$ cat config.mk
export PLATFORM = sky130hd
export DESIGN_NAME = cpu_status_register
export DESIGN_NICKNAME = d
export VERILOG_FILES = /design/src/verilog/psw_pkg.sv /design/src/verilog/cpu_status_register.sv
export SDC_FILE = /design/constraint.sdc
export NUM_CORES = 1
export LEC_CHECK = 0
export ABC_AREA = 1
export ABC_CLOCK_PERIOD_IN_PS = 2080
export BUFFER_PORTS_ARGS = -buffer_cell sky130_fd_sc_hd__buf_2
export CORE_UTILIZATION = 46
export DETAILED_ROUTE_END_ITERATION = 10
export PLACE_DENSITY = 0.85
export SYNTH_ARGS = -nofsm -noshare
export SYNTH_HDL_FRONTEND = slang
export SYNTH_SLANG_ARGS = --single-unit
export TNS_END_PERCENT = 50
$ cat constraint.sdc
create_clock -name i_mclk -period 2.08 [get_ports i_mclk]
set_input_delay 0.208 -clock i_mclk [delete_from_list [all_inputs] [get_ports i_mclk]]
set_output_delay 0.208 -clock i_mclk [all_outputs]
set_load 0.05 [all_outputs]
$ cat src/verilog/psw_pkg.sv
/*
  Constants and types for the processor status word block.
  Assumes a 100 MHz single clock and an AXI4-Lite register bus.
*/
`default_nettype none

package psw_pkg;

  // ****************************************
  // Bus and map
  // ****************************************
  localparam int ADDR_W = 4;
  localparam logic [ADDR_W-1:0] PSW_OFFSET = 4'h0;
  localparam logic [1:0] RESP_OKAY = 2'h0;
  localparam logic [1:0] RESP_SLVERR = 2'h2;

  // ****************************************
  // Field positions of the status word
  // ****************************************
  localparam int POS_TRACE = 14;
  localparam int POS_SUPER = 13;
  localparam int POS_MASK = 8;
  localparam int POS_EXTEND = 4;
  localparam int POS_NEG = 3;
  localparam int POS_ZERO = 2;
  localparam int POS_OVF = 1;
  localparam int POS_CARRY = 0;
  localparam logic [15:0] PSW_RESET = 16'h2700;

  // ****************************************
  // Encodings
  // ****************************************
  typedef enum logic [1:0] {
    TRACE_OFF = 2'h0,
    TRACE_FLOW = 2'h1,
    TRACE_INSTR = 2'h2,
    TRACE_RSVD = 2'h3
  } trace_type;

  typedef enum logic [1:0] {
    SIZE_BYTE = 2'h0,
    SIZE_WORD = 2'h1,
    SIZE_LONG = 2'h2
  } size_type;

  typedef struct packed {
    trace_type trace;
    logic supervisor;
    logic [2:0] mask;
    logic x;
    logic n;
    logic z;
    logic v;
    logic c;
  } psw_type;

  // Datapath result offered for a flag update
  typedef struct packed {
    logic update;
    size_type size;
    logic [31:0] result;
    logic carry;
    logic overflow;
    logic x_load;
  } alu_result_type;

  typedef struct packed {
    logic aw_have;
    logic w_have;
    logic [ADDR_W-1:0] awaddr;
    logic [15:0] wdata;
    logic [1:0] wstrb;
    logic awready;
    logic wready;
    logic arready;
    logic bvalid;
    logic [1:0] bresp;
    logic rvalid;
    logic [31:0] rdata;
    logic [1:0] rresp;
    psw_type psw;
    logic irq_accept;
    logic trace_flow;
    logic trace_instr;
  } state_type;

endpackage : psw_pkg

`default_nettype wire

$ cat src/verilog/cpu_status_register.sv
/*
  Processor status word with AXI4-Lite access and datapath flag update.
  Assumes one clock, synchronous inputs and a well-behaved bus master.
*/
// Our own choices: the AXI4-Lite register port and the register offsets.
// Contract
// Five condition flags in low byte, control fields in high system byte.
// User privilege reaches only the low byte; supervisor reaches the whole word.
// Trace field 00 off, 01 change of flow, 10 every instruction, 11 reserved.
// Privilege bit 0 means user level, 1 means supervisor level.
// Three-bit mask 0 to 7 masks interrupt requests against its level.
// Extend flag loaded with the carry value by many instructions.
// Negative flag set when result MSB is one.
// Zero flag set when all result bits are zero.
// Overflow flag set on two's complement signed overflow.
// Carry flag set on carry or borrow; offered for shift chaining.
// Trace 15:14, privilege 13, mask 10:8, X N Z V C at 4:0.
`timescale 1ns/1ps
`default_nettype none

module cpu_status_register (
  input wire logic i_mclk,
  input wire logic i_rst,
  input wire logic [psw_pkg::ADDR_W-1:0] i_awaddr,
  input wire logic [2:0] i_awprot,
  input wire logic i_awvalid,
  output logic o_awready,
  input wire logic [31:0] i_wdata,
  input wire logic [3:0] i_wstrb,
  input wire logic i_wvalid,
  output logic o_wready,
  output logic [1:0] o_bresp,
  output logic o_bvalid,
  input wire logic i_bready,
  input wire logic [psw_pkg::ADDR_W-1:0] i_araddr,
  input wire logic [2:0] i_arprot,
  input wire logic i_arvalid,
  output logic o_arready,
  output logic [31:0] o_rdata,
  output logic [1:0] o_rresp,
  output logic o_rvalid,
  input wire logic i_rready,
  input wire psw_pkg::alu_result_type i_alu,
  input wire logic [2:0] i_irq_level,
  output logic o_irq_accept,
  output logic o_supervisor,
  output logic o_trace_flow,
  output logic o_trace_instr,
  output logic o_extend,
  output logic o_carry
);
  import psw_pkg::*;

  state_type st_reg;
  state_type st_next;
  logic res_msb;
  logic res_zero;

  // ****************************************
  // Status word helpers
  // ****************************************

  // Word as software sees it; system byte hidden at user level
  function automatic logic [15:0] psw_view(input psw_type p, input logic show_sys);
    logic [15:0] w;
    w = 16'h0000;
    w[POS_EXTEND] = p.x;
    w[POS_NEG] = p.n;
    w[POS_ZERO] = p.z;
    w[POS_OVF] = p.v;
    w[POS_CARRY] = p.c;
    if (show_sys) begin
      w[POS_TRACE+:2] = p.trace;
      w[POS_SUPER] = p.supervisor;
      w[POS_MASK+:3] = p.mask;
    end
    return w;
  endfunction : psw_view

  // Byte-lane write, system byte only at supervisor level
  function automatic psw_type psw_write(input psw_type p, input logic [15:0] d,
                                        input logic [1:0] strb);
    psw_type q;
    q = p;
    if (strb[0]) begin
      q.x = d[POS_EXTEND];
      q.n = d[POS_NEG];
      q.z = d[POS_ZERO];
      q.v = d[POS_OVF];
      q.c = d[POS_CARRY];
    end
    if (strb[1] && p.supervisor) begin
      q.trace = trace_type'(d[POS_TRACE+:2]);
      q.supervisor = d[POS_SUPER];
      q.mask = d[POS_MASK+:3];
    end
    return q;
  endfunction : psw_write

  // ****************************************
  // Result sign and zero by operand size
  // ****************************************

  // Pick MSB and zero test for the operand size
  always_comb begin
    unique case (i_alu.size)
      SIZE_BYTE: begin
        res_msb = i_alu.result[7];
        res_zero = (i_alu.result[7:0] == 8'h00);
      end
      SIZE_WORD: begin
        res_msb = i_alu.result[15];
        res_zero = (i_alu.result[15:0] == 16'h0000);
      end
      default: begin
        res_msb = i_alu.result[31];
        res_zero = (i_alu.result == 32'h0000_0000);
      end
    endcase
  end

  // ****************************************
  // Next state
  // ****************************************

  // Bus channels, status word update, derived outputs
  always_comb begin
    st_next = st_reg;
    // Write address and data, either order
    if (i_awvalid && st_reg.awready) begin
      st_next.aw_have = 1'b1;
      st_next.awaddr = i_awaddr;
    end
    if (i_wvalid && st_reg.wready) begin
      st_next.w_have = 1'b1;
      st_next.wdata = i_wdata[15:0];
      st_next.wstrb = i_wstrb[1:0];
    end
    if (st_reg.bvalid && i_bready) begin
      st_next.bvalid = 1'b0;
    end
    // Commit a write once both halves are in
    if (st_reg.aw_have && st_reg.w_have && !st_reg.bvalid) begin
      st_next.aw_have = 1'b0;
      st_next.w_have = 1'b0;
      st_next.bvalid = 1'b1;
      if (st_reg.awaddr[ADDR_W-1:2] == PSW_OFFSET[ADDR_W-1:2]) begin
        st_next.bresp = RESP_OKAY;
        st_next.psw = psw_write(st_reg.psw, st_reg.wdata, st_reg.wstrb);
      end else begin
        st_next.bresp = RESP_SLVERR;
      end
    end
    // Datapath flags win over a bus write of the same cycle
    if (i_alu.update) begin
      st_next.psw.n = res_msb;
      st_next.psw.z = res_zero;
      st_next.psw.v = i_alu.overflow;
      st_next.psw.c = i_alu.carry;
      if (i_alu.x_load) begin
        st_next.psw.x = i_alu.carry;
      end
    end
    // Read channel
    if (st_reg.rvalid && i_rready) begin
      st_next.rvalid = 1'b0;
    end
    if (i_arvalid && st_reg.arready) begin
      st_next.rvalid = 1'b1;
      if (i_araddr[ADDR_W-1:2] == PSW_OFFSET[ADDR_W-1:2]) begin
        st_next.rdata = {16'h0000, psw_view(st_reg.psw, st_reg.psw.supervisor)};
        st_next.rresp = RESP_OKAY;
      end else begin
        st_next.rdata = 32'h0000_0000;
        st_next.rresp = RESP_SLVERR;
      end
    end
    st_next.awready = !st_next.aw_have;
    st_next.wready = !st_next.w_have;
    st_next.arready = !st_next.rvalid;
    // Interrupt level must exceed the mask
    st_next.irq_accept = (i_irq_level > st_reg.psw.mask);
    st_next.trace_flow = (st_next.psw.trace == TRACE_FLOW);
    st_next.trace_instr = (st_next.psw.trace == TRACE_INSTR);
  end

  // ****************************************
  // State register
  // ****************************************

  // Register all state
  always_ff @(posedge i_mclk or posedge i_rst) begin
    if (i_rst) begin
      st_reg <= '0;
      st_reg.psw <= psw_type'({PSW_RESET[15:14], PSW_RESET[13], PSW_RESET[10:8], PSW_RESET[4:0]});
    end else begin
      st_reg <= st_next;
    end
  end

  // Outputs straight from flops
  assign o_awready = st_reg.awready;
  assign o_wready = st_reg.wready;
  assign o_bvalid = st_reg.bvalid;
  assign o_bresp = st_reg.bresp;
  assign o_arready = st_reg.arready;
  assign o_rvalid = st_reg.rvalid;
  assign o_rdata = st_reg.rdata;
  assign o_rresp = st_reg.rresp;
  assign o_irq_accept = st_reg.irq_accept;
  assign o_supervisor = st_reg.psw.supervisor;
  assign o_trace_flow = st_reg.trace_flow;
  assign o_trace_instr = st_reg.trace_instr;
  assign o_extend = st_reg.psw.x;
  assign o_carry = st_reg.psw.c;
endmodule : cpu_status_register

`default_nettype wire

==> qor.yml, run 1 <==
yosys:
  synth_top_area_frac: 0.470
  synth_top_area_cell: "dfrtp_1"
  synth_most_common_cell: "nand2_1"
  synth_area_leaders: "dfrtp_1, nand2_1, buf_4, nor2_1, dfstp_2"
  yosysSeqAreaShare: 0.514
  synth_flop_cell: "dfrtp_1"
  synth_commonest_cells: "nand2_1, dfrtp_1, buf_4, nor2_1, inv_1"
  syn_inst: 279
  ys_types: 27
  ys_ff_latch: 49
  syn-cell-area_sq_um: 2390
  synth_edf_count: 0
  synth_area_per_cell_sq_um: 8.58
  synthArstFlopShare: 1.00
  yosys_warnings: 0
cells_and_area:
  diodes: 0
  largest_register_ffs: 25
  final_util: 0.582
  syn_to_final_growth_pct: 17.9
  drive_above_1_share: 0.307
  nNetsFinal: 462
  fin_area_sq_um: 2820
  final_cells: 429
clocking:
  h-tree-depth: 2
  clk_pin_slew_ns: 0.08
  cts_sinks: 49
  cts_resized: 0
  clock-root-buffer: "clkbuf_8"
  cts_post_setup_buffers_inserted: 0
  clockBufferDepth: 2
  clock_latency_ns: 0.29
  cts_made_buffers: 5
  cts_tree: "done"
pwr:
  clkPwrFrac: 0.186
  sw_frac_of_total: 0.398
  ir_drop_v: 0.000775
  switching_power_mw: 1.11
  internal_power_mw: 1.68
  combPwrFrac: 0.328
  p_per_area_nw_per_um2: 988
  power.share.sequential: 0.485
  totalPowerFinal_mw: 2.79
  p_leak_nw: 1.59
floorplanning:
  fp.dieArea_sq_um: 5500
  core-area_sq_um: 4850
  die_y_microns: 74.1
  die_w_microns: 74.1
  start_util: 0.494
  core.rowCount: 25
  io_pins: 145
grt:
  antenna_found_initial: 0
  grt_pass1_wl_mm: 7.45
  grt_pass1_vias: 1757
  grt_max_degree: 21
  track_usage: 0.178
  gr-total-overflow: 0
place:
  dp_hpwl_mm: 3.59
  io_buffer_count: 88
  finalWeightedCongestion: 0.815
  pre_cts_ws_ns: 0.658
  dp_cells: 420
  dpl-instance-area_sq_um: 2730
sta:
  finalCritPeriodShare: 0.692
  fmax_mhz: 695
  worst_slack_ns: 0.641
  rsz0062_at_grt: "false"
  final_max_slew_viol_count: 0
  clock_skew_ns: 0.00569
  period_minus_slack_ns: 1.44
  finalHoldViolations: 0
  hold_slack_ns: 0.0931
  setup-tns-final_ns: 0
  setup_viol_count_final: 0
drt:
  antenna_left: 0
  drtIter0Drc: 79
  totalWireLength_mm: 4.43
  wl_per_cell_microns: 10.3
  drt-pass1-iter-count: 4
  via_count: 1889
  drc: 0
  vias_per_cell: 4.40
critical_path:
  worst_path_max_delay_cell: "dfrtp_1"
  cp-start-kind: "flop"
  arrival_ns: 1.65
  worstRegToRegCells: 6
  crit_type: "reg -> reg"
  path_depth: 6
  cp.required_ns: 2.29
  critPathCaptureType: "flop"
  max_stage_delay_ns: 0.34
  path_cells: "nand2_1, inv_1, nand2_1, inv_1, nand2_1, o21ai_0"
  path_common_cell: "nand2_1"
  cp.buffers_inverters: 2
  path_max_fanout: 12
  path_delay_family: "simple AND/OR/NAND/NOR gates"
hold_path:
  whs_path_depth: 2
  hp-class: "in -> reg"
job:
  drv_cap: 0
outcome:
  outcome: "finished, final reports clean"
## layout make-up
cell class | count | area (sq um)
Timing Repair Buffer | 92 | 473
Inverter | 27 | 101
Tap cell | 67 | 83.8
Sequential cell | 49 | 1230
Fill cell | 459 | 2030
Clock buffer | 8 | 80.1
Multi-Input combinational cell | 186 | 853
## layer usage
metal  track usage  share of wire
met4        0.0662          0.017
met1         0.223           0.46
met3        0.0528          0.057
met2         0.291           0.47
met5             0              0
## power groups by stage
| stage | registers [mW] | logic [mW] | clock network, mW |
|---|---|---|---|
| CTS | 1.35 | 0.924 | 0.533 |
| global placement | 1.36 | 0.892 | 0 |
| global route | 1.38 | 1.01 | 0.573 |
| finish | 1.35 | 0.916 | 0.520 |
| detailed placement | 1.37 | 0.919 | 0 |
| floorplan | 1.49 | 0.601 | 0 |
## timing repair
item,in CTS,in global routing
hold buffers,1,0
endpoints found under the setup margin,0,0
hold endpoints to repair,15,0
## worst reg2reg max path, stage by stage, from the launching register on
cell	delay (ns)
dfrtp_1	0.34
nand2_1	0.25
inv_1	0.18
nand2_1	0.06
inv_1	0.20
nand2_1	0.17
o21ai_0	0.17
## placed cells by master, fill, tap and decap left out, types with 5 or more instances in the layout
cell type and count:
nor2_1 32, nand3_1 11, inv_1 25, nand2_1 77, clkbuf_8 5, o21ai_0 14, buf_2 88, conb_1 23
nor2_2 5, dfrtp_1 45, a22o_1 5
## final timing paths
| path | startpoint | to | slack (ns) |
|---|---|---|---|
| min | i_bready | o_bvalid | 0.09 |
| min in group asynchronous | i_rst | st_reg[72] | 0.44 |
| max reg2reg | o_arready | o_rdata[14] | 0.64 |
| max | o_arready | o_rdata[14] | 0.64 |
| max in group asynchronous | i_rst | o_supervisor | 1.02 |
| min reg2reg | o_rvalid | o_arready | 0.47 |
## cell families (layout without fill, tap and decap cells)
logic type                 count (synthesis)  after routing  synth area share
buffers and inverters                     66            127             0.164
DFF                                       49             49             0.514
other                                      1             23           0.00157
adders and majority gates                  3              3            0.0157
AOI/OAI and AO/OA                         26             26            0.0648
muxes                                      1              1           0.00418
and+or+nand+nor                          133            133             0.236
Note: power is estimated with default switching activity, not from simulation.
==> run 2: changes to the inputs <==
Settings changed: ABC_AREA 1 to 0, ABC_CLOCK_PERIOD_IN_PS 2080 to 1500, CORE_UTILIZATION 46 to 43, PLACE_DENSITY 0.85 to 0.8.
Clock period 2.08 ns to 1.5 ns, I/O delays scaled along.
==> run 2 against run 1 <==
Net effect: design area up 0.18%; sequential share of layout area about the same; cell count down 19%; routed wire length down 6.0%; sequential power is 42% higher; clock skew down 0.0014 ns; hold slack worse by 0.049 ns; via count shrank 16%; global-route usage down 3.4 points; largest cell class unchanged; largest power group unchanged.
==> qor.yml, run 2 <==
sta:
  setup-tns-final_ns: 0
  fmax_mhz: 720
  setup_viol_count_final: 0
  period_minus_slack_ns: 1.39
  rsz0062_at_grt: "false"
  finalHoldViolations: 0
  clock_skew_ns: 0.00428
  final_max_slew_viol_count: 0
  worst_slack_ns: 0.111
  hold_slack_ns: 0.0446
  finalCritPeriodShare: 0.926
cells_and_area:
  final_util: 0.543
  fin_area_sq_um: 2830
  nNetsFinal: 379
  syn_to_final_growth_pct: 19.8
  drive_above_1_share: 0.484
  largest_register_ffs: 25
  final_common_cell: "buf_2"
  final_cells: 349
  diodes: 0
  mostFrequentLayoutCells: "buf_2, dfrtp_1, conb_1"
drt:
  drc: 0
  drtIter0Drc: 37
  topRoutingLayerUsed: "met4"
  wl_per_cell_microns: 11.9
  wl_met3_microns: 180
  drt-pass1-iter-count: 4
  totalWireLength_mm: 4.16
  antenna_left: 0
  via_count: 1581
  vias_per_cell: 4.53
  wl_met2_mm: 2.09
  m1WireLength_mm: 1.85
yosys:
  synth_edf_count: 0
  synth_area_per_cell_sq_um: 12.0
  synthArstFlopShare: 1.00
  synth_top_area_cell: "dfrtp_1"
  ys_ff_latch: 49
  synth_commonest_cells: "dfrtp_1, buf_4, mux2_2, inv_1, a22o_1"
  syn-cell-area_sq_um: 2360
  ys_types: 36
  syn_inst: 196
  synth_most_common_cell: "dfrtp_1"
  synth_area_leaders: "dfrtp_1, buf_4, mux2_2, dfstp_2, a22o_1"
  synth_top_area_frac: 0.477
  yosys_warnings: 0
  yosysSeqAreaShare: 0.522
  synth_flop_cell: "dfrtp_1"
place:
  dp_cells: 340
  dpl-instance-area_sq_um: 2730
  pre_cts_ws_ns: 0.101
  finalWeightedCongestion: 0.736
  io_buffer_count: 88
  dp_hpwl_mm: 3.29
floorplanning:
  io_pins: 145
  core-area_sq_um: 5200
  die_y_microns: 76.1
  start_util: 0.453
  fp.dieArea_sq_um: 5790
  core.rowCount: 26
  die_w_microns: 76.1
grt:
  gr-total-overflow: 0
  antenna_found_initial: 0
  grt_max_degree: 50
  grt_pass1_vias: 1454
  grt_pass1_wl_mm: 6.60
  track_usage: 0.143
job:
  drv_cap: 0
pwr:
  p_per_area_nw_per_um2: 1390
  p_leak_nw: 1.50
  totalPowerFinal_mw: 3.93
  ir_drop_v: 0.00100
clocking:
  clockBufferDepth: 2
  cts_sinks: 49
  cts_made_buffers: 5
  cts_tree: "done"
  h-tree-depth: 2
  clock_latency_ns: 0.29
  cts_post_setup_buffers_inserted: 0
  clock-root-buffer: "clkbuf_8"
  clk_pin_slew_ns: 0.09
critical_path:
  arrival_ns: 1.57
  crit_type: "reg -> reg"
  critPathCaptureType: "flop"
  path_max_fanout: 7
  cp-start-kind: "flop"
  cp.required_ns: 1.68
outcome:
  outcome: "finished, final reports clean"
hold_path:
  hp-class: "in -> reg"
run 2: changes by cell type in the layout (fill, tap and decap cells not counted), sizes merged, moves of 3 or more:
cell and change:
a22o +5, nor2 -33, clkbuf -3, nand2 -71, inv -15, nor3 +3, o21ai -9, mux2i +7
mux2 +20, nand3 -9, nor4 +7, nand2b +4
run 2: path summary, 6_finish.rpt:
check	endpoint	slack [ns]	from	cells after the start
setup / recovery	st_reg[12]	0.11	o_bvalid	4
hold / removal	o_bvalid	0.04	i_bready	2
setup reg to reg	st_reg[12]	0.11	o_bvalid	4
hold reg to reg	o_rdata[13]	0.48	o_rdata[13]	1
max in group asynchronous	o_supervisor	0.79	i_rst	4
min in group asynchronous	o_rdata[0]	0.44	i_rst	4
run 2: power by group:
part | internal, mW | total [mW] | switching (mW) | leakage, nW
Sequential | 1.66 | 1.92 | 0.256 | 0.598
Clock | 0.322 | 0.738 | 0.416 | 0.0439
Combinational | 0.496 | 1.27 | 0.776 | 0.860
Total | 2.48 | 3.93 | 1.45 | 1.50
run 2: timing repair:
| action | CTS | global route |
|---|---|---|
| gates resized for setup | 0 | 0 |
| endpoints found under the hold margin | 45 | 0 |
| endpoints found under the setup margin | 0 | 0 |
| hold buffers | 1 | 0 |
run 2: cell type report:
| type | count | area (sq um) |
|---|---|---|
| inverter | 11 | 41.3 |
| clock inverter | 3 | 17.5 |
| multi-input combinational | 117 | 878 |
| clock buffer | 5 | 68.8 |
| sequential | 49 | 1230 |
| fill | 479 | 2380 |
| timing repair buffer | 94 | 500 |
| tap | 70 | 87.6 |
run 2: cells by family after synthesis:
family,Yosys count,share of synthesized area
AOI/OAI and AO/OA,28,0.0832
other,1,0.00159
buffers and inverters,52,0.141
and+or+nand+nor,35,0.0992
DFF,49,0.522
adders and majority gates,3,0.0159
muxes,28,0.137
run 2: metal layers:
metal,GRT usage,vias to the layer above
met5,0,-
met4,0.0308,0
met3,0.0371,4
met2,0.240,45
met1,0.188,745
li1,-,787
run 2: critical path: stages, from the launching register on:
cell,delay [ns]
dfrtp_2,0.42
nand3b_4,0.18
nor3_4,0.17
nand3_4,0.18
mux2_4,0.33
==> run 3: changes to the inputs <==
Settings changed: MAX_ROUTING_LAYER set to met4.
==> run 3 against run 2 <==
Net effect: non-clock buffer count is the same; clock-buffer cell count stayed put; register-to-register slack about the same.
==> qor.yml, run 3 (synthesized netlist as in run 2, its figures left out) <==
sta:
  final_max_slew_viol_count: 0
  fmax_mhz: 720
  clock_skew_ns: 0.00455
  setup_viol_count_final: 0
  rsz0062_at_grt: "false"
  finalCritPeriodShare: 0.926
  finalHoldViolations: 0
  hold_slack_ns: 0.0446
  period_minus_slack_ns: 1.39
cells_and_area:
  nNetsFinal: 379
  drive_above_1_share: 0.484
  fin_area_sq_um: 2830
  final_common_cell: "buf_2"
  largest_register_ffs: 25
  fillers: 479
  syn_to_final_growth_pct: 19.8
  seqCellArea_sq_um: 1230
  mostFrequentLayoutCells: "buf_2, dfrtp_1, conb_1"
  diodes: 0
  multi_input_area_sq_um: 878
floorplanning:
  fp.dieArea_sq_um: 5790
  die_w_microns: 76.1
  die_y_microns: 76.1
  io_pins: 145
  core-area_sq_um: 5200
  start_util: 0.453
  core.rowCount: 26
drt:
  via_count: 1579
  wl_per_cell_microns: 11.9
  totalWireLength_mm: 4.16
  drc: 0
  drt-pass1-iter-count: 4
  drtIter0Drc: 35
  antenna_left: 0
  vias_per_cell: 4.52
critical_path:
  arrival_ns: 1.57
  crit_type: "reg -> reg"
  startpoint: "o_bvalid"
  path_max_fanout: 7
  cp-start-kind: "flop"
  cp.required_ns: 1.68
  r2r_start: "o_bvalid"
  worstRegToRegCells: 4
  critPathCaptureType: "flop"
clocking:
  cts_tree: "done"
  hold_buffers: 1
  clock-root-buffer: "clkbuf_8"
  cts_made_buffers: 5
  h-tree-depth: 2
  cts_resized: 0
  clock_latency_ns: 0.29
  clk_pin_slew_ns: 0.09
  cts_post_setup_buffers_inserted: 0
  clockBufferDepth: 2
  cts_sinks: 49
hold_path:
  hp-class: "in -> reg"
  whs_path_depth: 2
  hold_path.startpoint: "i_bready"
place:
  dpl-instance-area_sq_um: 2730
  dp_hpwl_mm: 3.29
  finalWeightedCongestion: 0.745
  io_buffer_count: 88
grt:
  gr-total-overflow: 0
  antenna_found_initial: 0
  grt_pass1_vias: 1454
  track_usage: 0.148
  grt_max_degree: 50
  grt_pass1_wl_mm: 6.60
job:
  drv_cap: 0
pwr:
  ir_drop_v: 0.00100
  p_per_area_nw_per_um2: 1390
  p_leak_nw: 1.50
  totalPowerFinal_mw: 3.93
outcome:
  outcome: "finished, final reports clean"
[run 3: cell counts in the layout (fill, tap and decap cells not counted)]
No cell type changed its count.
[run 3: layout make-up]
cell class,instances,share of cell area
repair buffers,94,0.177
well taps,70,0.0310
multi-input cells,117,0.311
flip-flops and latches,49,0.436
clock inverters,3,0.00619
inverters,11,0.0146
clock buffers,5,0.0243
[run 3: power by group]
group          switching [mW]  internal [mW]
logic                   0.776          0.496
registers               0.256           1.66
clock network           0.417          0.322
total                    1.45           2.48
[run 3: through the flow]
step | utilization | instances | TNS [ns] | setup WS, ns
finish | 0.543 | 349 | 0 | 0.111
global route | 0.543 | 349 | 0 | 0.0553
CTS | 0.543 | 349 | 0 | 0.0820
detailed placement | 0.525 | 340 | 0 | 0.101
global placement | 0.525 | 340 | 0 | 0.123
floorplan | - | 218 | -0.366 | -0.0672
[run 3: final timing paths]
path | slack, ns | to
max | 0.11 | st_reg[12]
min | 0.04 | o_bvalid
min reg2reg | 0.48 | o_rdata[13]
min in group asynchronous | 0.44 | o_rdata[0]
max in group asynchronous | 0.79 | o_supervisor
max reg2reg | 0.11 | st_reg[12]
[run 3: layer usage]
layer / routed length, microns / GRT usage / share of wire
met1: 1850 / 0.188 / 0.44
met2: 2090 / 0.240 / 0.50
met3: 180 / 0.0371 / 0.043
met4: 43 / 0.0308 / 0.010
met5: 0 / - / 0
[run 3: worst max-delay path, cell delays in order (launching register included)]
cell,delay (ns)
dfrtp_2,0.42
nand3b_4,0.18
nor3_4,0.17
nand3_4,0.18
mux2_4,0.33
